===== src/include/cdslc_pkg.sv =====
// Shared constants and types of the codirectional slip and line coding block
package cdslc_pkg;
  // Line code geometry
  localparam int OCTET_BITS = 8;
  localparam int UI_PER_BIT = 4;
  localparam int MISS_LIMIT = 8;
  localparam logic [2:0] LAST_BIT_IDX = 3'h7;
  localparam logic [2:0] PRE_LAST_BIT_IDX = 3'h6;
  localparam logic [1:0] LAST_UI_IDX = 2'h3;
  localparam logic [3:0] MISS_LIMIT_CNT = 4'h8;
  localparam logic [3:0] OUT_BITS_CNT = 4'h8;

  // Register map, byte addresses
  localparam int ADDR_W = 4;
  localparam logic [3:0] ADDR_STATUS = 4'h0;
  localparam logic [3:0] ADDR_MASK = 4'h4;
  localparam logic [3:0] ADDR_TX_DATA = 4'h8;
  localparam logic [3:0] ADDR_STATE = 4'hc;

  // Reset values
  localparam logic [3:0] STATUS_RESET = 4'h0;
  localparam logic [3:0] MASK_RESET = 4'h0;
  localparam logic [7:0] TX_DATA_RESET = 8'hff;
  localparam logic [7:0] OCTET_RESET = 8'hff;

  // Status and mask layout, high bit first
  typedef struct packed {
    logic tx_load;
    logic alarm;
    logic del;
    logic ins;
  } cdslc_evt_t;

  // Register bus request
  typedef struct packed {
    logic [3:0] addr;
    logic [31:0] wdata;
    logic wr;
    logic rd;
  } cdslc_bus_req_t;

  // Synchronised pin bundle
  typedef struct packed {
    logic lclk;
    logic slot_env;
    logic rx_clk;
    logic rx_data;
    logic rx_viol;
    logic ui_clk;
    logic alarm_req;
  } cdslc_pins_t;
endpackage : cdslc_pkg


===== src/hw/cdslc_sync.sv =====
// Three-stage pin synchroniser with agreement filter
`timescale 1ns/100ps
module cdslc_sync #(
  parameter int W = 1
) (
  input wire logic i_clk_sys,
  input wire logic i_rst_n,
  input wire logic [W-1:0] i_d,
  output logic [W-1:0] o_q
);
  logic [W-1:0] s1_r;
  logic [W-1:0] s2_r;
  logic [W-1:0] s3_r;
  logic [W-1:0] q_r;
  logic [W-1:0] q_nxt;

  // A change counts once stages two and three agree
  always_comb begin
    for (int i = 0; i < W; i++) begin
      q_nxt[i] = (s2_r[i] == s3_r[i]) ? s3_r[i] : q_r[i];
    end
  end

  always_ff @(posedge i_clk_sys or negedge i_rst_n) begin
    if (!i_rst_n) begin
      s1_r <= '0;
      s2_r <= '0;
      s3_r <= '0;
      q_r <= '0;
    end else begin
      s1_r <= i_d;
      s2_r <= s1_r;
      s3_r <= s2_r;
      q_r <= q_nxt;
    end
  end

  assign o_q = q_r;
endmodule : cdslc_sync


===== src/hw/cdslc_top.sv =====
// Receive slip control and transmit codirectional line coder
//
// Functional notes
// - Octets enter at line rate, leave on local receive bit clock only
// - Slow local clock: a complete unread octet is overwritten, discarded
// - Fast local clock: previously delivered octet is sent again
// - Slips act on whole octets; violation alignment is untouched
// - Byte-inserted flag high while a repeated octet is output
// - Byte-deleted flag high when an octet was discarded
// - Each bit period is four unit intervals, one symbol each
// - A one is coded high, high, low, low
// - A zero is coded high, low, high, low
// - Consecutive blocks alternate polarity across the two rails
// - Eighth block repeats previous polarity, carrying the octet's last bit
// - Eight bits shift out on bit clock rises inside the slot envelope
// - Alarm request held high suppresses the octet violations
// - Octet alarm after eight successive missing violations
// - One octet buffer fills from line while another is read out
`timescale 1ns/100ps
module cdslc_top (
  input wire logic i_clk_sys,
  input wire logic i_rst_n,
  input wire logic i_local_receive_bit_clock,
  input wire logic i_rx_slot_env,
  input wire logic i_rx_bit_clk,
  input wire logic i_rx_bit_data,
  input wire logic i_rx_bit_viol,
  input wire logic i_tx_ui_clk,
  input wire logic i_transmit_alarm_request,
  input wire cdslc_pkg::cdslc_bus_req_t i_bus,
  output logic [31:0] o_rdata,
  output logic o_pcm_serial_output,
  output logic o_receive_byte_inserted_flag,
  output logic o_receive_byte_deleted_flag,
  output logic o_octet_alarm,
  output logic o_tx_pos_n,
  output logic o_tx_neg_n,
  output logic o_irq
);
  cdslc_pkg::cdslc_pins_t pins;
  cdslc_pkg::cdslc_pins_t pins_d_r;

  cdslc_sync #(
    .W($bits(cdslc_pkg::cdslc_pins_t))
  ) u_sync (
    .i_clk_sys(i_clk_sys),
    .i_rst_n(i_rst_n),
    .i_d({i_local_receive_bit_clock, i_rx_slot_env, i_rx_bit_clk,
          i_rx_bit_data, i_rx_bit_viol, i_tx_ui_clk,
          i_transmit_alarm_request}),
    .o_q(pins)
  );

  logic lclk_rise;
  logic slot_start;
  logic rx_rise;
  logic ui_tick;
  assign lclk_rise = pins.lclk & ~pins_d_r.lclk;
  assign slot_start = pins.slot_env & ~pins_d_r.slot_env;
  assign rx_rise = pins.rx_clk & ~pins_d_r.rx_clk;
  assign ui_tick = pins.ui_clk & ~pins_d_r.ui_clk;

  // Receive octet assembly on the recovered line clock
  logic [7:0] fill_r, fill_nxt;
  logic [2:0] rx_idx_r, rx_idx_nxt;
  logic [3:0] miss_r, miss_nxt;
  logic [7:0] hold_r, hold_nxt;
  logic ready_r, ready_nxt;
  logic del_pend_r, del_pend_nxt;
  logic complete;
  logic overwrite;

  always_comb begin
    fill_nxt = fill_r;
    rx_idx_nxt = rx_idx_r;
    miss_nxt = miss_r;
    complete = 1'b0;
    if (rx_rise) begin
      fill_nxt = {fill_r[6:0], pins.rx_data};
      if (pins.rx_viol) begin
        complete = 1'b1;
        rx_idx_nxt = 3'h0;
        miss_nxt = 4'h0;
      end else if (rx_idx_r == cdslc_pkg::LAST_BIT_IDX) begin
        complete = 1'b1;
        rx_idx_nxt = 3'h0;
        if (miss_r != cdslc_pkg::MISS_LIMIT_CNT) begin
          miss_nxt = miss_r + 4'h1;
        end
      end else begin
        rx_idx_nxt = rx_idx_r + 3'h1;
      end
    end
  end

  // Second buffer holds the completed octet until a slot takes it
  always_comb begin
    overwrite = complete & ready_r & ~slot_start;
    hold_nxt = complete ? fill_nxt : hold_r;
    ready_nxt = complete ? 1'b1 : (slot_start ? 1'b0 : ready_r);
    del_pend_nxt = overwrite | (del_pend_r & ~slot_start);
  end

  // Time-slot output side on the local clock
  logic [7:0] out_sr_r, out_sr_nxt;
  logic [7:0] last_r, last_nxt;
  logic [3:0] out_cnt_r, out_cnt_nxt;
  logic pcm_r, pcm_nxt;
  logic ins_r, ins_nxt;
  logic del_r, del_nxt;
  logic [7:0] src;

  always_comb begin
    src = out_sr_r;
    last_nxt = last_r;
    ins_nxt = ins_r;
    del_nxt = del_r;
    out_cnt_nxt = out_cnt_r;
    if (slot_start) begin
      if (ready_r) begin
        src = hold_r;
        last_nxt = hold_r;
      end else begin
        src = last_r;
      end
      ins_nxt = ~ready_r;
      del_nxt = del_pend_r;
      out_cnt_nxt = 4'h0;
    end
    out_sr_nxt = src;
    pcm_nxt = pcm_r;
    if (!pins.slot_env) begin
      pcm_nxt = 1'b1;
    end else if (lclk_rise && out_cnt_nxt != cdslc_pkg::OUT_BITS_CNT) begin
      pcm_nxt = src[7];
      out_sr_nxt = {src[6:0], 1'b1};
      out_cnt_nxt = out_cnt_nxt + 4'h1;
    end
  end

  // Transmit line coder
  logic [1:0] ui_r, ui_nxt;
  logic [2:0] tx_idx_r, tx_idx_nxt;
  logic [7:0] tx_word_r, tx_word_nxt;
  logic pol_r, pol_nxt;
  logic pos_n_r, pos_n_nxt;
  logic neg_n_r, neg_n_nxt;
  logic [7:0] tx_data_r, tx_data_nxt;
  logic blk_next;
  logic tx_load;
  logic cur_bit;
  logic sym;

  always_comb begin
    ui_nxt = ui_r;
    tx_idx_nxt = tx_idx_r;
    tx_word_nxt = tx_word_r;
    pol_nxt = pol_r;
    pos_n_nxt = pos_n_r;
    neg_n_nxt = neg_n_r;
    blk_next = ui_tick & (ui_r == cdslc_pkg::LAST_UI_IDX);
    tx_load = blk_next & (tx_idx_r == cdslc_pkg::LAST_BIT_IDX);
    cur_bit = tx_word_r[3'h7 - tx_idx_r];
    sym = cur_bit ? ~ui_r[1] : ~ui_r[0];
    if (ui_tick) begin
      ui_nxt = ui_r + 2'h1;
      pos_n_nxt = ~(sym == pol_r);
      neg_n_nxt = (sym == pol_r);
    end
    if (blk_next) begin
      tx_idx_nxt = tx_idx_r + 3'h1;
      if (tx_idx_r == cdslc_pkg::PRE_LAST_BIT_IDX &&
          !pins.alarm_req) begin
        pol_nxt = pol_r;
      end else begin
        pol_nxt = ~pol_r;
      end
    end
    if (tx_load) begin
      tx_word_nxt = tx_data_r;
    end
  end

  // Register slave, status and interrupt
  cdslc_pkg::cdslc_evt_t status_r, status_nxt;
  cdslc_pkg::cdslc_evt_t mask_r, mask_nxt;
  cdslc_pkg::cdslc_evt_t evt;
  logic [31:0] rdata_nxt, rdata_nxt_r;
  logic alarm_nxt;
  logic alarm_r;

  always_comb begin
    alarm_nxt = (miss_nxt == cdslc_pkg::MISS_LIMIT_CNT);
    evt.ins = slot_start & ~ready_r;
    evt.del = overwrite;
    evt.alarm = alarm_nxt & ~alarm_r;
    evt.tx_load = tx_load;
    status_nxt = status_r;
    mask_nxt = mask_r;
    tx_data_nxt = tx_data_r;
    rdata_nxt = 32'h0;
    if (i_bus.wr) begin
      if (i_bus.addr == cdslc_pkg::ADDR_STATUS) begin
        status_nxt = status_r & ~i_bus.wdata[3:0];
      end else if (i_bus.addr == cdslc_pkg::ADDR_MASK) begin
        mask_nxt = i_bus.wdata[3:0];
      end else if (i_bus.addr == cdslc_pkg::ADDR_TX_DATA) begin
        tx_data_nxt = i_bus.wdata[7:0];
      end
    end
    // Hardware set wins over a clear in the same cycle
    status_nxt = status_nxt | evt;
    if (i_bus.rd) begin
      if (i_bus.addr == cdslc_pkg::ADDR_STATUS) begin
        rdata_nxt = {28'h0, status_r};
      end else if (i_bus.addr == cdslc_pkg::ADDR_MASK) begin
        rdata_nxt = {28'h0, mask_r};
      end else if (i_bus.addr == cdslc_pkg::ADDR_TX_DATA) begin
        rdata_nxt = {24'h0, tx_data_r};
      end else if (i_bus.addr == cdslc_pkg::ADDR_STATE) begin
        rdata_nxt = {21'h0, alarm_r, del_r, ins_r, last_r};
      end
    end
  end

  always_ff @(posedge i_clk_sys or negedge i_rst_n) begin
    if (!i_rst_n) begin
      pins_d_r <= '0;
      fill_r <= cdslc_pkg::OCTET_RESET;
      rx_idx_r <= 3'h0;
      miss_r <= 4'h0;
      hold_r <= cdslc_pkg::OCTET_RESET;
      ready_r <= 1'b0;
      del_pend_r <= 1'b0;
      out_sr_r <= cdslc_pkg::OCTET_RESET;
      last_r <= cdslc_pkg::OCTET_RESET;
      out_cnt_r <= 4'h0;
      pcm_r <= 1'b1;
      ins_r <= 1'b0;
      del_r <= 1'b0;
      ui_r <= 2'h0;
      tx_idx_r <= 3'h0;
      tx_word_r <= cdslc_pkg::TX_DATA_RESET;
      pol_r <= 1'b1;
      pos_n_r <= 1'b1;
      neg_n_r <= 1'b1;
      tx_data_r <= cdslc_pkg::TX_DATA_RESET;
      status_r <= cdslc_pkg::STATUS_RESET;
      mask_r <= cdslc_pkg::MASK_RESET;
      rdata_nxt_r <= 32'h0;
      alarm_r <= 1'b0;
    end else begin
      pins_d_r <= pins;
      fill_r <= fill_nxt;
      rx_idx_r <= rx_idx_nxt;
      miss_r <= miss_nxt;
      hold_r <= hold_nxt;
      ready_r <= ready_nxt;
      del_pend_r <= del_pend_nxt;
      out_sr_r <= out_sr_nxt;
      last_r <= last_nxt;
      out_cnt_r <= out_cnt_nxt;
      pcm_r <= pcm_nxt;
      ins_r <= ins_nxt;
      del_r <= del_nxt;
      ui_r <= ui_nxt;
      tx_idx_r <= tx_idx_nxt;
      tx_word_r <= tx_word_nxt;
      pol_r <= pol_nxt;
      pos_n_r <= pos_n_nxt;
      neg_n_r <= neg_n_nxt;
      tx_data_r <= tx_data_nxt;
      status_r <= status_nxt;
      mask_r <= mask_nxt;
      rdata_nxt_r <= rdata_nxt;
      alarm_r <= alarm_nxt;
    end
  end

  assign o_rdata = rdata_nxt_r;
  assign o_pcm_serial_output = pcm_r;
  assign o_receive_byte_inserted_flag = ins_r;
  assign o_receive_byte_deleted_flag = del_r;
  assign o_octet_alarm = alarm_r;
  assign o_tx_pos_n = pos_n_r;
  assign o_tx_neg_n = neg_n_r;
  assign o_irq = |(status_r & mask_r);
endmodule : cdslc_top


===== config.mk =====
export PLATFORM = sky130hd
export DESIGN_NAME = cdslc_top
export DESIGN_NICKNAME = d
export VERILOG_FILES = /design/src/include/cdslc_pkg.sv /design/src/hw/cdslc_sync.sv /design/src/hw/cdslc_top.sv
export SDC_FILE = /design/constraint.sdc
export NUM_CORES = 1
export LEC_CHECK = 0
export ABC_AREA = 1
export BUFFER_PORTS_ARGS = -buffer_cell sky130_fd_sc_hd__buf_2
export CAP_MARGIN = 20
export CORE_MARGIN = 2
export CORE_UTILIZATION = 50
export CTS_CLUSTER_SIZE = 14
export DETAILED_ROUTE_END_ITERATION = 12
export PLACE_DENSITY_LB_ADDON = 0.15
export SLEW_MARGIN = 20
export SYNTH_ARGS = -nofsm -noshare
export SYNTH_HDL_FRONTEND = slang
export SYNTH_HIERARCHICAL = 1
export SYNTH_SLANG_ARGS = --single-unit

===== constraint.sdc =====
create_clock -name i_clk_sys -period 2.25 [get_ports i_clk_sys]
set_input_delay 0.1125 -clock i_clk_sys [delete_from_list [all_inputs] [get_ports i_clk_sys]]
set_output_delay 0.1125 -clock i_clk_sys [all_outputs]
set_load 0.02 [all_outputs]

[Yosys cells after proc, flatten, opt, wreduce, memory -nomap -nowiden]
Index checks and enable logic that the tools add are counted.
Operators by class
  $add $sub $neg: 6
  magnitude comparators: 1
  eq/ne operators: 19
  multiplexer cells: 31
  bitwise gates (word level): 30
  reductions and logical operators: 9
Operators by type and width (number)
  $mux W11: 5
  $mux W8: 5
  $mux W4: 9
  $not A1 Y1: 14
  $eq A4 B4 Y1 const B: 3
  $and A1 B1 Y1: 11
  $eq A3 B3 Y1 const B: 3
  $mux W1: 9
  $add A4 B1 Y4 const B: 2
  $and A4 B4 Y4: 2
  $eq A1 B1 Y1: 8
  $ne A4 B4 Y1 const B: 2
  $add A3 B1 Y3 const B: 2
  $mux W3: 2
  $eq A4 B3 Y1 const B: 1
  $logic_not A4 Y1: 1
  $lt A3 B4 Y1 const B: 1
  $not A4 Y4: 1
  $or A4 B4 Y4: 1
  $reduce_and A4 Y1: 1
  $reduce_or A4 Y1: 1
  $bmux W1 S3: 1
  $reduce_and A3 Y1: 1
  $sub A3 B3 Y3 const A: 1
  other kinds (8): 9
Word-level totals
  bits in registers: 145
  logic and storage cells: 139

[Depth between registers and ports, before layout]
  depth in word-level cells: 8
  depth in mapped cells: 13
  mapped depth without buffers: 11

[Hierarchy]
The synthesis kept the hierarchy.
By module, submodules not included
  cdslc_top: instances 1, cells each 484, area an instance 4469.3 um^2
  cdslc_sync: instances 1, cells each 56, area an instance 814.5 um^2

[Worst setup path after synthesis]
No wires, ideal clock.
  path type: register to register
  start: register u_sync.q_r[5] (netlist: u_sync/o_q[5])
  end: register out_sr_r[2]
  setup time: 0.079 ns
  data arrival time: 1.760 ns
  data required time: 2.171 ns
  path slack: 0.411 ns
  cell stages (with the launch flop): 13
  buffers on the path: 3
  clock period less this slack: 1.839 ns
  cells stage by stage: dfrtp_1 > nand2_1 > buf_4 > buf_6 > nand2_1 > ha_1 > nand2_1 > o21ai_2 > nor2_2 > nand2_1 > buf_6 > or2_1 > o21ai_0
On the way
  cells in the longest elaborated chain, start to end: 6
RTL lines
  from (decl): RTL line cdslc_sync.sv:14  | logic [W-1:0] q_r;
  from (signal assigned): RTL line cdslc_sync.sv:34  | q_r <= q_nxt;
  $and A1 B1 Y1: RTL line cdslc_top.sv:59  | assign slot_start = pins.slot_env & ~pins_d_r.slot_env;
  $mux W4: RTL line cdslc_top.sv:119  | if (slot_start) begin
  $ne A4 B4 Y1: RTL line cdslc_top.sv:134  | end else if (lclk_rise && out_cnt_nxt != cdslc_pkg::OUT_BITS_CNT) begin
  $logic_and A1 B1 Y1: RTL line cdslc_top.sv:134
  $mux W8: RTL line cdslc_top.sv:134
  $mux W8 (*): RTL line cdslc_top.sv:132  | if (!pins.slot_env) begin
  named net out_sr_nxt[2]: RTL line cdslc_top.sv:105  | logic [7:0] out_sr_r, out_sr_nxt;
  to (signal assigned): RTL line cdslc_top.sv:235  | out_sr_r <= cdslc_pkg::OCTET_RESET;
  to (signal assigned): RTL line cdslc_top.sv:260  | out_sr_r <= out_sr_nxt;
  to (decl): RTL line cdslc_top.sv:105
The timed path passes the listed nets; every way through them passes the cells marked *.
A chain may end at the register's enable or synchronous reset.

[Final worst setup path]
  start: register u_sync.q_r[5] (netlist: u_sync/o_q[5])
  end: register out_cnt_r[2]
On the way
  cells in the longest elaborated chain, start to end: 6
RTL lines
  parallel branches: the longest is 5 deep, another holds $add A4 B1 Y4
  $mux W4 (*): RTL line cdslc_top.sv:132
  named net out_cnt_nxt[2]: RTL line cdslc_top.sv:107  | logic [3:0] out_cnt_r, out_cnt_nxt;
  to (signal assigned): RTL line cdslc_top.sv:262  | out_cnt_r <= out_cnt_nxt;
  to (decl): RTL line cdslc_top.sv:107
Mark *: on every way through the listed nets, which the timed path passes.

==> results.md <==
- For this design the ratio of total power to cell area is 1160 mW/mm2.
- The ratio of routed vias to standard cells is 4.84.
- On the final layout, the worst hold slack is 0.210 ns.
- The maximum number of buffers from clock root to sink is 2.
- The final antenna-violating net count is 0.
- The number of input and output port buffers inserted is 40.
- The first TritonRoute pass finished after 5 iterations.
- The synthesized design contains 0 enable-type register cells.
- Row generation in the floorplan step produced 37 rows.
- The arrival time reported for the critical path endpoint is 2.46 ns.
- From synthesis to final layout, the design area changed by 20.3%.
- Routability-driven placement finished with a final weighted congestion of 0.848.
- The number of antenna cells inserted is 0.
- The clock period minus worst slack is 2.05 ns.
- The completed layout was analyzed and its total power is 7.38 mW.
- For the pin with the worst max-slew slack, the measured transition is 0.653 ns.
- The quantity of gates resized following cts is 0.
- For this run, the leading register cell type out of synthesis is dfrtp_1.
- The detailed-route wire length is 9540 um.
- The total track usage is 18.6%.
- The clock reaches the later pin of the worst-skew pair after 0.53 ns.
- Summed over all nets, wire length on met2 after detailed routing comes to 4580 um.
- The worst vdd rail ir drop is 0.575 mV.
- The total cell area at the placement stage is 0.00554 mm2.
- The detailed router used layers up to and including met4.
- The worst hold-check path type is input port to async pin.
- The run finished with clean final reports.
- The fmax is 0.487 GHz.
- Entering global routing, the biggest net connects 125 pins.
- Pin placement for this block handled 86 I/O pins.
- The detailed router put a total of 4410 um of wire on met1.
- The number of warnings reported in the yosys synthesis log is 6.
- Across the routed clock network, the largest skew measured is 0.0101 ns.
- The maximum fanout encountered on the critical timing path is 12.
- Setup repair after global routing left no endpoint under its margin.
- The detailed router finished its first iteration with 228 violations.
- The number of global-route vias before repair is 3716.
- The vertical extent of the die is 107 um.
- In this run, placement finished with an instance count of 708.
- The clock transition at the register clock pins on the worst setup and hold paths after CTS is 0.06 ns.
- The TritonCTS buffer count is 17.
- The number of filler cells placed in the layout is 842.
- The core region is 0.0103 mm2.
- The initial core utilization is 51.4%.
- The kind of start point of the critical path is a flop.
- Setup slack on the worst reg-to-reg path comes out at 0.20 ns.
- The final number of max-transition violations is 0.
- The critical path is of the flop to flop type.
- The share of synthesized registers carrying an async set or reset is 100%.
- The final HPWL from detailed placement is 6160 um.
- The first-pass GRT wire length is 16500 um.
- The depth of the worst register-to-register path is 10.
- Detailed routing placed a total of 381 um of wire on met3.
- Clock tree synthesis selected as its root buffer the cell clkbuf_8.
- The floorplan die area is 0.0114 mm2.
- The finished cells cover 0.00635 mm2.
- For this design the static power due to leakage is 3.05 nW.
- In this run the critical register-to-register path is captured at out_cnt_r[2]$_DFF_PN0_.
- Synthesis handed over a netlist of 540 instances.
- STA classifies the critical path endpoint as a flop.
- The final non-filler cell total is 764.
- The count of endpoints failing hold in the final timing report is 0.
- The total negative slack is 0 ns.
- Summing over every cut layer, the via total after detailed routing is 3695.
- The startpoint of the worst register-to-register path is u_sync/o_q[5]$_DFFE_PN0N_.
- The floorplan step set the die width to 107 um.
- In this run the number of H-tree levels came out at 4.
- Each instance of the synthesized netlist takes up on average 9.78 um2.
- Counting flops and latches in the post-synthesis netlist gives 124.
- The post-CTS setup repair buffer count is 0.
- The post-synthesis cell type count is 38.
- The post-route netlist has 23.6% of its cells at a drive strength greater than 1.
- The required arrival time at the worst endpoint is 2.66 ns.
- The total global routing overflow is 0.
- The number of antenna violations at the first check in global routing was 0.
- The tree built by TritonCTS fans out to 124 sinks.
- In this run the tightest slew margin relative to its limit is 56.5%.
- The post-synthesis instance area is 0.00528 mm2.
- The number of nets in the layout is 672.
- The count of unresolved DRC violations after routing is 0.
- Setup violations remaining at the end of the flow were counted as 0.
- Of the available clock period, the critical path in the final layout requires 91.2%.
- Sequential elements use 60.0% of the synthesized area.
- The max capacitance violation total is 0.
- TritonCTS built the clock tree.
- After detailed routing, the average wire length per cell comes to 12.5 um.
[cell usage after synthesis (2+ instances only)]
cell / n / area (um2)
mux2_4: 2 / 30.0
o21ai_1: 4 / 20.0
a22o_1: 2 / 17.5
xor2_1: 5 / 43.8
or2_0: 2 / 12.5
dfstp_2: 52 / 1370
xnor2_1: 2 / 17.5
mux2_2: 2 / 22.5
a21o_1: 6 / 45.0
o21bai_1: 2 / 15.0
ha_1: 10 / 125
nor3_1: 3 / 15.0
o21ai_0: 31 / 155
dfrtp_1: 72 / 1800
buf_4: 22 / 165
nand4_1: 3 / 18.8
buf_2: 5 / 25.0
buf_6: 3 / 33.8
nand2_2: 5 / 31.3
inv_1: 54 / 203
nand3_1: 27 / 135
nand2_1: 123 / 462
nand3_2: 2 / 20.0
nor2_1: 36 / 135
or2_1: 3 / 18.8
a31oi_1: 7 / 43.8
a21oi_1: 39 / 195
nor2_2: 6 / 37.5
[sequential cells by signal (all words and copies together), names as in the netlist, 3 cells and up]
register / count
pins_d_r: 4
tx_data_r: 8
tx_idx_r: 3
u_sync/s1_r: 7
o_rdata: 11
fill_r: 8
tx_word_r: 8
miss_r: 4
hold_r: 8
u_sync/s3_r: 7
last_r: 8
out_cnt_r: 4
u_sync/o_q: 7
u_sync/s2_r: 7
out_sr_r: 8
mask_r: 4
status_r: 4
rx_idx_r: 3
[worst max-delay path, cell delays in order (launching register included)]
cell and delay, ns:
dfrtp_1 0.43, nand2_1 0.16, nand2_1 0.13, ha_1 0.22, nand2_1 0.08, o21ai_2 0.07, nor2_2 0.09, nand2_1 0.23
inv_1 0.29, nand2_1 0.10, xnor2_1 0.13
[per-stage QoR]
stage / utilization [%] / setup slack (ns)
after floorplan: - / 0.411
after global placement: 53.9 / 0.294
after detailed placement: 53.9 / 0.208
after CTS: 61.8 / 0.191
after global routing: 61.8 / 0.0324
final: 61.8 / 0.197
[area by class of cell]
type,count,area (um2),share of cell area [%]
clock buffers,18,428,6.73
well taps,136,170,2.68
flip-flops and latches,124,3170,49.9
clock inverters,14,148,2.32
inverters,57,216,3.41
repair buffers,67,478,7.52
multi-input cells,348,1750,27.5
[timing repair]
item                                   4_1_cts  5_1_grt
endpoints found under the hold margin      106        0
hold buffers                                24        0
setup endpoints to repair                    0        0
[placed cells by master (no fill, tap or decap), types with 3 or more instances in the layout]
cell           synthesis  routed
a31oi_1                7       7
dfrtp_1               72      72
buf_4                 22       3
nor3_1                 3       3
clkinv_4               0       4
nor2_2                 6       6
or2_1                  3       3
nor2_1                36      36
dlygate4sd3_1          0      24
xor2_1                 5       5
clkinvlp_4             0       5
dfstp_2               52      52
a21o_1                 6       6
o21ai_1                4       4
nand4_1                3       3
o21ai_0               31      31
clkinv_2               0       3
nand3_1               27      27
nand2_2                5       5
a21oi_1               39      39
ha_1                  10      10
nand2_1              123     123
conb_1                 1      21
clkbuf_16              0      16
inv_1                 54      54
buf_2                  5      39
[cells by family (layout without fill, tap and decap cells)]
| family | Yosys count | count (layout) | synth area share [%] |
|---|---|---|---|
| flip-flops | 124 | 124 | 60.0 |
| other | 1 | 21 | 0.0710 |
| multiplexers | 4 | 4 | 0.995 |
| AO/OA/AOI/OAI | 94 | 94 | 9.76 |
| adder cells (fa/ha/maj) | 10 | 10 | 2.37 |
| buffers and inverters | 88 | 156 | 8.41 |
| XOR/XNOR | 7 | 7 | 1.16 |
| AND/OR/NAND/NOR | 212 | 212 | 17.3 |
[power by group]
group          internal [mW]  total [mW]  leakage (nW)  switching, mW
Sequential              3.06        3.42          1.44          0.359
Combinational          0.545        1.37          1.34          0.822
Clock                   1.60        2.60         0.269          0.996
Total                   5.21        7.38          3.05           2.18
[routing by layer]
layer,vias up,track usage [%]
met2,75,30.2
met3,12,5.78
met4,0,9.46
li1,1848,-
met5,-,0
met1,1760,22.4
[how the worst max path moves through the flow]
stage	depth (start not counted)	startpoint	slack [ns]	to
finish	10	u_sync/o_q[5]$_DFFE_PN0N_	0.20	out_cnt_r[2]$_DFF_PN0_
global placement	10	u_sync/o_q[5]$_DFFE_PN0N_	0.29	out_cnt_r[2]$_DFF_PN0_
CTS	10	u_sync/o_q[5]$_DFFE_PN0N_	0.19	out_sr_r[6]$_DFF_PN1_
floorplan	12	u_sync/o_q[5]$_DFFE_PN0N_	0.41	out_sr_r[2]$_DFF_PN1_
detailed placement	10	u_sync/o_q[5]$_DFFE_PN0N_	0.21	out_cnt_r[2]$_DFF_PN0_
global route	10	u_sync/o_q[5]$_DFFE_PN0N_	0.03	out_sr_r[6]$_DFF_PN1_
No activity file was read; power rests on OpenSTA's default activity.
